<file path="src/verilog/vfdph_pkg.sv">
// package of constants and the strobe edge finder for the display parallel host port
`timescale 1ns/1ps
package vfdph_pkg;
	// ----------------------------------------
	// bus geometry
	// ----------------------------------------
	localparam int unsigned BUS_W  = 8;          // full byte on the bus lines
	localparam int unsigned NIB_W  = 4;          // one nibble on the upper bus lines
	localparam int unsigned AC_W   = 7;          // address counter image width
	// ----------------------------------------
	// register offsets (byte addresses)
	// ----------------------------------------
	localparam logic [3:0] OFS_STATUS  = 4'h0;   // status, write one to clear the overrun and read done bits
	localparam logic [3:0] OFS_RXDATA  = 4'h4;   // last byte from host, read pops it
	localparam logic [3:0] OFS_TXDATA  = 4'h8;   // byte returned on data reads
	localparam logic [3:0] OFS_ADDRCNT = 4'hC;   // counter image returned on instruction reads
	// ----------------------------------------
	// status bit positions
	// ----------------------------------------
	localparam int unsigned ST_RX_VALID   = 0;
	localparam int unsigned ST_RX_IS_DATA = 1;
	localparam int unsigned ST_OVERRUN    = 2;
	localparam int unsigned ST_RD_DONE    = 3;
	localparam int unsigned ST_MODE_SEP   = 4;
	localparam int unsigned ST_NIBBLE     = 5;
	localparam int unsigned ST_PHASE      = 6;
	// ----------------------------------------
	// reset values and fixed answers
	// ----------------------------------------
	localparam logic [7:0] RST_BYTE   = 8'h00;
	localparam logic [6:0] RST_AC     = 7'h00;
	localparam logic       BUSY_READ  = 1'b0;    // commands are buffered, never busy
	localparam logic [3:0] NIB_PAD    = 4'h0;    // lower lines during nibble reads
	localparam logic [31:0] WORD_ZERO = 32'h0000_0000;
endpackage : vfdph_pkg

// rise and fall pulses of one synchronous strobe
module vfdph_edge #(
	parameter logic IDLE = 1'b0               // level the strobe rests at
) (
	input  wire logic clk_i,
	input  wire logic rst_i,
	input  wire logic level_i,
	output logic      rise_o,
	output logic      fall_o
);
	logic prev_reg;                           // level one cycle ago

	// ----------------------------------------
	// history
	// ----------------------------------------
	// reset to the idle level so release of reset fakes no edge
	always_ff @(posedge clk_i) begin
		if (rst_i) begin
			prev_reg <= IDLE;
		end else begin
			prev_reg <= level_i;
		end
	end

	assign rise_o = level_i & ~prev_reg;
	assign fall_o = ~level_i & prev_reg;
endmodule : vfdph_edge

</file>
<file path="src/verilog/vfdph_port.sv">
// parallel host port of the character display: strobes, nibble pairing, wishbone registers
`timescale 1ns/1ps

module vfdph_port (
	input  wire logic        clk_i,
	input  wire logic        rst_i,
	// host pins
	input  wire logic        cmd_data_select_i,  // low instruction, high data
	input  wire logic        rnw_i,              // single enable: high read
	input  wire logic        enable_i,           // single enable strobe
	input  wire logic        rd_n_i,             // separate read strobe
	input  wire logic        wr_n_i,             // separate write strobe
	input  wire logic [7:0]  bus_lines_i,
	output logic      [7:0]  bus_lines_o,
	output logic             bus_lines_oe_o,
	// jumpers
	input  wire logic        jmp_sep_strobe_i,   // high: separate read/write strobes
	input  wire logic        jmp_nibble_i,       // high: 4-bit bus
	// wishbone slave
	input  wire logic        wb_cyc_i,
	input  wire logic        wb_stb_i,
	input  wire logic        wb_we_i,
	input  wire logic [3:0]  wb_adr_i,
	input  wire logic [3:0]  wb_sel_i,
	input  wire logic [31:0] wb_dat_i,
	output logic      [31:0] wb_dat_o,
	output logic             wb_ack_o
);
	// ----------------------------------------
	// state
	// ----------------------------------------
	logic       cfg_taken_reg;     // jumpers sampled
	logic       mode_sep_reg;      // separate strobe style
	logic       nibble_reg;        // 4-bit width
	logic       phase_reg;         // high: lower nibble next
	logic [3:0] hi_reg;            // upper nibble held for pairing
	logic [7:0] rx_data_reg;       // byte from host
	logic       rx_is_data_reg;    // byte was data
	logic       rx_valid_reg;      // byte waits for software
	logic       overrun_reg;       // byte lost
	logic       rd_done_reg;       // host took a data byte
	logic [7:0] rd_byte_reg;       // byte being read by host
	logic [7:0] tx_reg;            // data read answer
	logic [6:0] ac_reg;            // instruction read answer
	logic [7:0] bus_o_reg;
	logic       oe_reg;
	logic [31:0] dat_o_reg;
	logic       ack_reg;

	// ----------------------------------------
	// strobe edges
	// ----------------------------------------
	logic e_rise, e_fall, wrn_rise, rdn_rise, rdn_fall;

	vfdph_edge #(.IDLE(1'b0)) u_en (
		.clk_i   (clk_i),
		.rst_i   (rst_i),
		.level_i (enable_i),
		.rise_o  (e_rise),
		.fall_o  (e_fall)
	);
	vfdph_edge #(.IDLE(1'b1)) u_wr (
		.clk_i   (clk_i),
		.rst_i   (rst_i),
		.level_i (wr_n_i),
		.rise_o  (wrn_rise),
		.fall_o  ()
	);
	vfdph_edge #(.IDLE(1'b1)) u_rd (
		.clk_i   (clk_i),
		.rst_i   (rst_i),
		.level_i (rd_n_i),
		.rise_o  (rdn_rise),
		.fall_o  (rdn_fall)
	);

	// picks the nibble of a byte that the current phase carries
	function automatic logic [7:0] nib_lane(input logic [7:0] b, input logic lower);
		nib_lane = lower ? {b[3:0], vfdph_pkg::NIB_PAD} : {b[7:4], vfdph_pkg::NIB_PAD};
	endfunction : nib_lane

	// ----------------------------------------
	// transfer decode
	// ----------------------------------------
	logic wr_evt, rd_start, rd_end, rd_active, first, complete;
	logic [7:0] wr_byte, fresh_byte, sel_byte;
	logic wb_hit, sw_pop, sw_clr_ovr, sw_clr_done;

	assign wr_evt    = mode_sep_reg ? wrn_rise : (e_fall & ~rnw_i);
	assign rd_start  = mode_sep_reg ? rdn_fall : (e_rise & rnw_i);
	assign rd_end    = mode_sep_reg ? rdn_rise : (e_fall & rnw_i);
	assign rd_active = mode_sep_reg ? ~rd_n_i : (enable_i & rnw_i);
	assign first     = ~nibble_reg | ~phase_reg;
	assign complete  = ~nibble_reg | phase_reg;
	// nibble mode ignores the lower lines entirely
	assign wr_byte   = nibble_reg ? {hi_reg, bus_lines_i[7:4]} : bus_lines_i;
	assign fresh_byte = cmd_data_select_i ? tx_reg : {vfdph_pkg::BUSY_READ, ac_reg};
	assign sel_byte  = (rd_start & first) ? fresh_byte : rd_byte_reg;

	assign wb_hit      = wb_cyc_i & wb_stb_i & ack_reg;
	assign sw_pop      = wb_hit & ~wb_we_i & (wb_adr_i == vfdph_pkg::OFS_RXDATA);
	assign sw_clr_ovr  = wb_hit & wb_we_i & wb_sel_i[0] & (wb_adr_i == vfdph_pkg::OFS_STATUS)
	                     & wb_dat_i[vfdph_pkg::ST_OVERRUN];
	assign sw_clr_done = wb_hit & wb_we_i & wb_sel_i[0] & (wb_adr_i == vfdph_pkg::OFS_STATUS)
	                     & wb_dat_i[vfdph_pkg::ST_RD_DONE];

	// ----------------------------------------
	// jumper capture
	// ----------------------------------------
	// taken once after reset release; later jumper motion has no effect
	always_ff @(posedge clk_i) begin
		if (rst_i) begin
			cfg_taken_reg <= 1'b0;
			mode_sep_reg  <= 1'b0;
			nibble_reg    <= 1'b0;
		end else if (!cfg_taken_reg) begin
			cfg_taken_reg <= 1'b1;
			mode_sep_reg  <= jmp_sep_strobe_i;
			nibble_reg    <= jmp_nibble_i;
		end
	end

	// ----------------------------------------
	// nibble phase
	// ----------------------------------------
	// one toggle shared by reads and writes, so every strobe pair is one byte
	always_ff @(posedge clk_i) begin
		if (rst_i || !nibble_reg) begin
			phase_reg <= 1'b0;
		end else if (wr_evt || rd_end) begin
			phase_reg <= ~phase_reg;
		end
	end

	// ----------------------------------------
	// write path
	// ----------------------------------------
	always_ff @(posedge clk_i) begin
		if (rst_i) begin
			hi_reg         <= vfdph_pkg::NIB_PAD;
			rx_data_reg    <= vfdph_pkg::RST_BYTE;
			rx_is_data_reg <= 1'b0;
		end else if (wr_evt) begin
			if (!complete) begin
				hi_reg <= bus_lines_i[7:4];
			end else begin
				rx_data_reg    <= wr_byte;
				rx_is_data_reg <= cmd_data_select_i;
			end
		end
	end

	// sticky flags: a hardware set in the clearing cycle wins
	always_ff @(posedge clk_i) begin
		if (rst_i) begin
			rx_valid_reg <= 1'b0;
			overrun_reg  <= 1'b0;
			rd_done_reg  <= 1'b0;
		end else begin
			if (wr_evt && complete) begin
				rx_valid_reg <= 1'b1;
			end else if (sw_pop) begin
				rx_valid_reg <= 1'b0;
			end
			if (wr_evt && complete && rx_valid_reg && !sw_pop) begin
				overrun_reg <= 1'b1;
			end else if (sw_clr_ovr) begin
				overrun_reg <= 1'b0;
			end
			if (rd_end && complete && cmd_data_select_i) begin
				rd_done_reg <= 1'b1;
			end else if (sw_clr_done) begin
				rd_done_reg <= 1'b0;
			end
		end
	end

	// ----------------------------------------
	// read path
	// ----------------------------------------
	// the byte is frozen at the first strobe so both nibbles come from one value
	always_ff @(posedge clk_i) begin
		if (rst_i) begin
			rd_byte_reg <= vfdph_pkg::RST_BYTE;
			bus_o_reg   <= vfdph_pkg::RST_BYTE;
		end else if (rd_start) begin
			rd_byte_reg <= sel_byte;
			bus_o_reg   <= nibble_reg ? nib_lane(sel_byte, phase_reg) : sel_byte;
		end
	end

	// enable follows the strobe with one register of lag
	always_ff @(posedge clk_i) begin
		if (rst_i) begin
			oe_reg <= 1'b0;
		end else begin
			oe_reg <= rd_active;
		end
	end

	// ----------------------------------------
	// wishbone slave
	// ----------------------------------------
	// ack one cycle after the request, writes commit on the acked edge
	always_ff @(posedge clk_i) begin
		if (rst_i) begin
			ack_reg   <= 1'b0;
			dat_o_reg <= vfdph_pkg::WORD_ZERO;
		end else begin
			ack_reg   <= wb_cyc_i & wb_stb_i & ~ack_reg;
			dat_o_reg <= vfdph_pkg::WORD_ZERO;
			case (wb_adr_i)
				vfdph_pkg::OFS_STATUS: begin
					dat_o_reg[vfdph_pkg::ST_RX_VALID]   <= rx_valid_reg;
					dat_o_reg[vfdph_pkg::ST_RX_IS_DATA] <= rx_is_data_reg;
					dat_o_reg[vfdph_pkg::ST_OVERRUN]    <= overrun_reg;
					dat_o_reg[vfdph_pkg::ST_RD_DONE]    <= rd_done_reg;
					dat_o_reg[vfdph_pkg::ST_MODE_SEP]   <= mode_sep_reg;
					dat_o_reg[vfdph_pkg::ST_NIBBLE]     <= nibble_reg;
					dat_o_reg[vfdph_pkg::ST_PHASE]      <= phase_reg;
				end
				vfdph_pkg::OFS_RXDATA:  dat_o_reg[7:0] <= rx_data_reg;
				vfdph_pkg::OFS_TXDATA:  dat_o_reg[7:0] <= tx_reg;
				vfdph_pkg::OFS_ADDRCNT: dat_o_reg[6:0] <= ac_reg;
				default:                dat_o_reg <= vfdph_pkg::WORD_ZERO; // unmapped reads zero
			endcase
		end
	end

	// software answer registers
	always_ff @(posedge clk_i) begin
		if (rst_i) begin
			tx_reg <= vfdph_pkg::RST_BYTE;
			ac_reg <= vfdph_pkg::RST_AC;
		end else if (wb_hit && wb_we_i && wb_sel_i[0]) begin
			if (wb_adr_i == vfdph_pkg::OFS_TXDATA) begin
				tx_reg <= wb_dat_i[7:0];
			end
			if (wb_adr_i == vfdph_pkg::OFS_ADDRCNT) begin
				ac_reg <= wb_dat_i[6:0];
			end
		end
	end

	assign bus_lines_o    = bus_o_reg;
	assign bus_lines_oe_o = oe_reg;
	assign wb_dat_o       = dat_o_reg;
	assign wb_ack_o       = ack_reg;
endmodule : vfdph_port

</file>
<file path="config.mk">
export PLATFORM = sky130hd
export DESIGN_NAME = vfdph_port
export DESIGN_NICKNAME = d
export VERILOG_FILES = /design/src/verilog/vfdph_pkg.sv /design/src/verilog/vfdph_port.sv
export SDC_FILE = /design/constraint.sdc
export NUM_CORES = 1
export LEC_CHECK = 0
export BUFFER_PORTS_ARGS = -buffer_cell sky130_fd_sc_hd__buf_2
export CORE_MARGIN = 3
export CORE_UTILIZATION = 30
export CTS_CLUSTER_SIZE = 12
export DETAILED_ROUTE_END_ITERATION = 10
export SLEW_MARGIN = 40
export SYNTH_ARGS = -nofsm -noshare
export SYNTH_HDL_FRONTEND = slang
export SYNTH_HIERARCHICAL = 1
export SYNTH_SLANG_ARGS = --single-unit
</file>
<file path="constraint.sdc">
create_clock -name clk_i -period 3.1 [get_ports clk_i]
set_input_delay 0.62 -clock clk_i [delete_from_list [all_inputs] [get_ports clk_i]]
set_output_delay 0.62 -clock clk_i [all_outputs]
set_load 0.02 [all_outputs]
</file>
==> results of run 1 <==
## layout make-up
cell class / count / area (µm²)
fillers: 932 / 5720
multi-input cells: 210 / 1400
flip-flops and latches: 60 / 1200
repair buffers: 52 / 265
clock buffers: 10 / 138
well taps: 108 / 135
clock inverters: 5 / 52.6
inverters: 4 / 15.0
## worst max-delay path: stages
cell,delay (ns)
buf_2,0.11
nor2b_1,0.18
or3b_4,0.43
a21boi_4,0.42
inv_1,0.12
o32ai_1,0.28
## worst paths after layout
path / start / endpoint / cells past startpoint
max: enable_i / overrun_reg / 6
min: wr_n_i / u_wr/prev_reg / 2
max reg2reg: u_en/prev_reg / overrun_reg / 5
min reg2reg: overrun_reg / overrun_reg / 2
## per-layer routing
| metal | up-vias | track usage [%] |
|---|---|---|
| li1 | 1065 | - |
| met1 | 954 | 16.0 |
| met2 | 71 | 17.5 |
| met3 | 8 | 6.56 |
| met4 | 2 | 3.29 |
| met5 | - | 0 |
## report_power, final
group	total [mW]	leakage [nW]	switching, mW	internal, mW
Combinational	0.156	0.703	0.100	0.0563
Sequential	0.804	0.487	0.0153	0.789
Clock	0.690	0.0979	0.306	0.384
Total	1.65	1.29	0.421	1.23
## placed cells by master, fill, tap and decap left out, types with 2 or more instances in the layout
| master | instances |
|---|---|
| dfxtp_1 | 60 |
| buf_2 | 50 |
| nor2_1 | 45 |
| mux2i_1 | 40 |
| conb_1 | 24 |
| a211oi_1 | 17 |
| nand2_1 | 12 |
| clkbuf_8 | 10 |
| nand3_1 | 9 |
| a21oi_1 | 9 |
| nor2b_1 | 9 |
| and3_1 | 5 |
| o21ai_0 | 4 |
| mux4_2 | 4 |
| inv_1 | 3 |
| and2_1 | 3 |
| a221oi_1 | 3 |
| a311oi_1 | 3 |
| nor3_1 | 3 |
| clkinv_2 | 3 |
| nand3b_1 | 2 |
| nand2b_1 | 2 |
| buf_4 | 2 |
| or2_1 | 2 |
==> reports/summary.txt, run 1 <==
Status = finished clean
WL final = 6310 µm
Routed Antenna Nets = 0
Hold Worst Slack = 0.461 ns
Synthesis Warnings = 6
RSZ-0062 raised after global routing = false
Max capacitance violation total = 0
Depth of the CTS H-tree = 3
Critical Path RT = 3.35 ns
Area growth from synthesis to layout = 14.0%
Worst setup path category = input port to flop
Vias per Instance = 4.68
Antenna violations before repair = 1
Placed Cells = 434
TNS Setup = 0 ns
Worst Skew = 0.0101 ns
Final hold vios = 0
Global-route wire length before repair = 9630 µm
Critical Path Source Type = input port
Worst-Margin Slew = 0.831 ns
M1 wire length = 2890 µm
Worst-path clk slew = 0.07 ns
Setup crit end kind = flop
DR iter-0 viols = 87
Post-CTS Setup Bufs = 0
Standard-cell rows = 34
Post-Synthesis Cell Area = 0.00282 mm²
Final Util = 35.9%
Clock sinks = 60
Largest net degree at the start of global routing = 51
Endpoints failing setup = 0
Worst slack at placement = 0.836 ns
Hpwl dp = 4600 µm
Starting Density = 31.5%
Num CTS Buffers = 9
Pwr dens = 514 mW/mm²
1st-pass router iterations = 5
CTS Hold Bufs = 0
PostCTS Resize Cnt = 0
DRC viols = 0
Final Non-Filler Cells = 449
Die footprint = 0.0106 mm²
Worst vdd ir = 183 µV
CTS tree = done
Routability Congestion = 0.771
Maximum buffer depth of the clock tree = 2
CTS root buf = clkbuf_8
Met3 WL = 644 µm
Worst Hold Class = input port to flop
Met2 wire len = 2720 µm
Top Layer Used = met5
Highest net fanout along the worst path = 18
Fin area = 0.00321 mm²
Arrival @ worst endpoint = 2.16 ns
Worst setup margin = 1.19 ns
Share of layout cells above drive strength 1 = 22.9%
Drt wl/cell = 14.1 µm
Max Slew Vio Count = 0
Mapped Avg Cell Area = 9.58 µm²
Grt ovf = 0
Flop2flop setup slack = 1.22 ns
Die W = 103 µm
Crit path time final = 1.91 ns
Die span in y = 103 µm
Total number of vias = 2100
IO Pins = 102
Ant diodes = 0
Core box area = 0.00893 mm²
Nets@finish = 397
Worst-skew pair later-pin latency = 0.35 ns
GRT Util Overall = 12.2%
Leak = 1.29 nW
Tcrit/Tclk final = 61.8%
Worst rel slew slack = 44.3%
Peak Freq = 522 MHz
Tot Pwr = 1.65 mW
Vias in the first global route = 1919
Cell Area, Placed = 0.00302 mm²
Syn Inst Count = 294
I/O Buffers = 50
(Power assumes the default switching activity.)
==> run 2, diff against run 1 <==
==> constraint.sdc (replaced) <==
create_clock -name clk_i -period 1.8 [get_ports clk_i]
set_input_delay 0.36 -clock clk_i [delete_from_list [all_inputs] [get_ports clk_i]]
set_output_delay 0.36 -clock clk_i [all_outputs]
set_load 0.02 [all_outputs]
==> run 2 against run 1 <==
First-iteration DRC count shrank 25%. Register-to-register slack got worse by 1.0 ns. Via count grew 2.6%. Final cell count up 3.3%. Power grew 93%. Clock skew decreased by 0.0032 ns. Worst hold slack got worse by 0.23 ns. Sequential cell count unchanged. Combinational power grew 89%. Highest routed layer is now met4.
==> reports/summary.txt, run 2 (synthesis gave the netlist of run 1 again) <==
Status = finished clean (unchanged)
Global-route wire length before repair = 10300 µm (was 9630 µm)
CTS tree = done (unchanged)
CTS root buf = clkbuf_8 (unchanged)
Hold Path Depth = 2 (unchanged)
Die footprint = 0.0106 mm² (unchanged)
Worst Skew = 0.00687 ns (was 0.0101 ns)
Worst slack at placement = 0.00638 ns (was 0.836 ns)
Hpwl dp = 4850 µm (was 4600 µm)
DRC viols = 0 (unchanged)
Endpoints failing setup = 0 (unchanged)
Grt ovf = 0 (unchanged)
Drt wl/cell = 13.9 µm (was 14.1 µm)
Crit path time final = 1.62 ns
Arrival @ worst endpoint = 1.84 ns (was 2.16 ns)
Critical Path Source Type = flop (was input port)
Worst path depth = 6 (unchanged)
Antenna violations before repair = 0 (was 1)
Commonest non-fill, non-tap cell in the layout = dfxtp_1 (unchanged)
Most frequent cells in the layout = dfxtp_1, buf_2, nor2_1 (unchanged)
Num CTS Buffers = 9 (unchanged)
Crit path buffers/inverters = 1 (was 2)
Maximum buffer depth of the clock tree = 2 (unchanged)
Leak = 1.39 nW (was 1.29 nW)
Worst reg-to-reg path cell count = 6 (was 5)
Slowest stage delay, CP = 0.42 ns (was 0.43 ns)
I/O Buffers = 50 (unchanged)
Total number of vias = 2154 (was 2100)
Standard-cell rows = 34 (unchanged)
Area of the multi-input gates = 0.00140 mm² (unchanged)
CP max-delay cell = or3b_4 (unchanged)
Ant diodes = 0 (unchanged)
1st-pass router iterations = 4 (was 5)
WL final = 6430 µm (was 6310 µm)
Tot Pwr = 3.19 mW (was 1.65 mW)
Post-CTS Setup Bufs = 0 (unchanged)
Peak Freq = 618 MHz
Highest net fanout along the worst path = 5 (was 18)
PostCTS Resize Cnt = 0 (unchanged)
CTS Hold Bufs = 0 (unchanged)
Worst setup path category = flop to flop (was input port to flop)
IO Pins = 102 (unchanged)
Worst-skew pair later-pin latency = 0.33 ns (was 0.35 ns)
Worst vdd ir = 350 µV (was 183 µV)
Tcrit/Tclk final = 89.9%
Area growth from synthesis to layout = 20.3% (was 14.0%)
Routed Antenna Nets = 0 (unchanged)
Worst-path clk slew = 0.07 ns (about the same)
Register area = 0.00120 mm² (unchanged)
RSZ-0062 raised after global routing = false (unchanged)
Hold Worst Slack = 0.228 ns (was 0.461 ns)
Final hold vios = 0 (unchanged)
Top delay family on crit path = simple AND/OR/NAND/NOR gates (was compound AO/OA/AOI/OAI gates)
Crit path cell chain = nor2b_1, or3b_4, a21boi_4, buf_4, mux2i_1, nor2_1 (was buf_2, nor2b_1, or3b_4, a21boi_4, inv_1, o32ai_1)
Core box area = 0.00893 mm² (unchanged)
Routability Congestion = 0.784 (was 0.771)
Worst setup margin = 0.182 ns (was 1.19 ns)
Largest net degree at the start of global routing = 27 (was 51)
TNS Setup = 0 ns (unchanged)
Pwr dens = 941 mW/mm² (was 514 mW/mm²)
Die span in y = 103 µm (unchanged)
Vias per Instance = 4.64 (was 4.68)
Worst Hold Class = input port to flop (unchanged)
Critical Path RT = 2.02 ns (was 3.35 ns)
Die W = 103 µm (unchanged)
DR iter-0 viols = 65 (was 87)
Max capacitance violation total = 0 (unchanged)
Depth of the CTS H-tree = 3 (unchanged)
Share of layout cells above drive strength 1 = 25.8% (was 22.9%)
Nets@finish = 411 (was 397)
Starting Density = 31.5% (unchanged)
# fillers = 911 (was 932)
Clock sinks = 60 (unchanged)
Max Slew Vio Count = 0 (unchanged)
Vias in the first global route = 2053 (was 1919)
GRT Util Overall = 12.7% (was 12.2%)
Setup crit end kind = flop (unchanged)
## run 2: cell count changes in the layout (fill, tap and decap cells not counted), sizes merged
cell,change
clkinvlp,-1
buf,+14
clkbuf,+2
clkinv,-2
bufinv,+2
## run 2: report_power, final
part	internal, mW	switching (mW)	leakage, nW	total, mW
clock	0.994	0.522	0.127	1.52
sequential	1.36	0.0194	0.487	1.38
combinational	0.111	0.184	0.779	0.295
## run 2: worst paths after layout
check	end	slack [ns]	from
min reg2reg	rd_done_reg	0.46	rd_done_reg
max reg2reg	rx_is_data_reg	0.18	u_en/prev_reg
min	u_wr/prev_reg	0.23	wr_n_i
max	rx_is_data_reg	0.18	u_en/prev_reg
## run 2: routing by layer
metal / GRT usage [%] / part of all wire, % / vias up
li1: - / - / 1095
met2: 19.1 / 45 / 67
met1: 17.2 / 47 / 987
met4: 4.78 / 0.89 / 0
met5: 0 / 0 / -
met3: 3.92 / 6.9 / 5
## run 2: layout make-up
cell class / count / share of cell area (%)
multi-input combinational: 210 / 41.4
clock buffer: 12 / 4.58
timing repair buffer: 66 / 11.3
tap: 108 / 3.99
clock inverter: 4 / 2.81
sequential: 60 / 35.5
inverter: 4 / 0.443
## run 2: worst reg2reg max path: cells and delay by family (launching register included)
| kind | cells | cell delay [ns] |
|---|---|---|
| DFF | 1 | 0.32 |
| buffers and inverters | 1 | 0.16 |
| and+or+nand+nor | 3 | 0.63 |
| AOI/OAI and AO/OA | 1 | 0.23 |
| muxes | 1 | 0.18 |
## run 2: per-stage QoR
stage                     utilization [%]  area, µm²  std cells
final                                37.9       3390        464
after global routing                 37.9       3390        464
after CTS                            37.9       3390        464
after detailed placement             35.1       3140        448
after global placement               35.1       3140        448
after floorplan                         -       2900        317
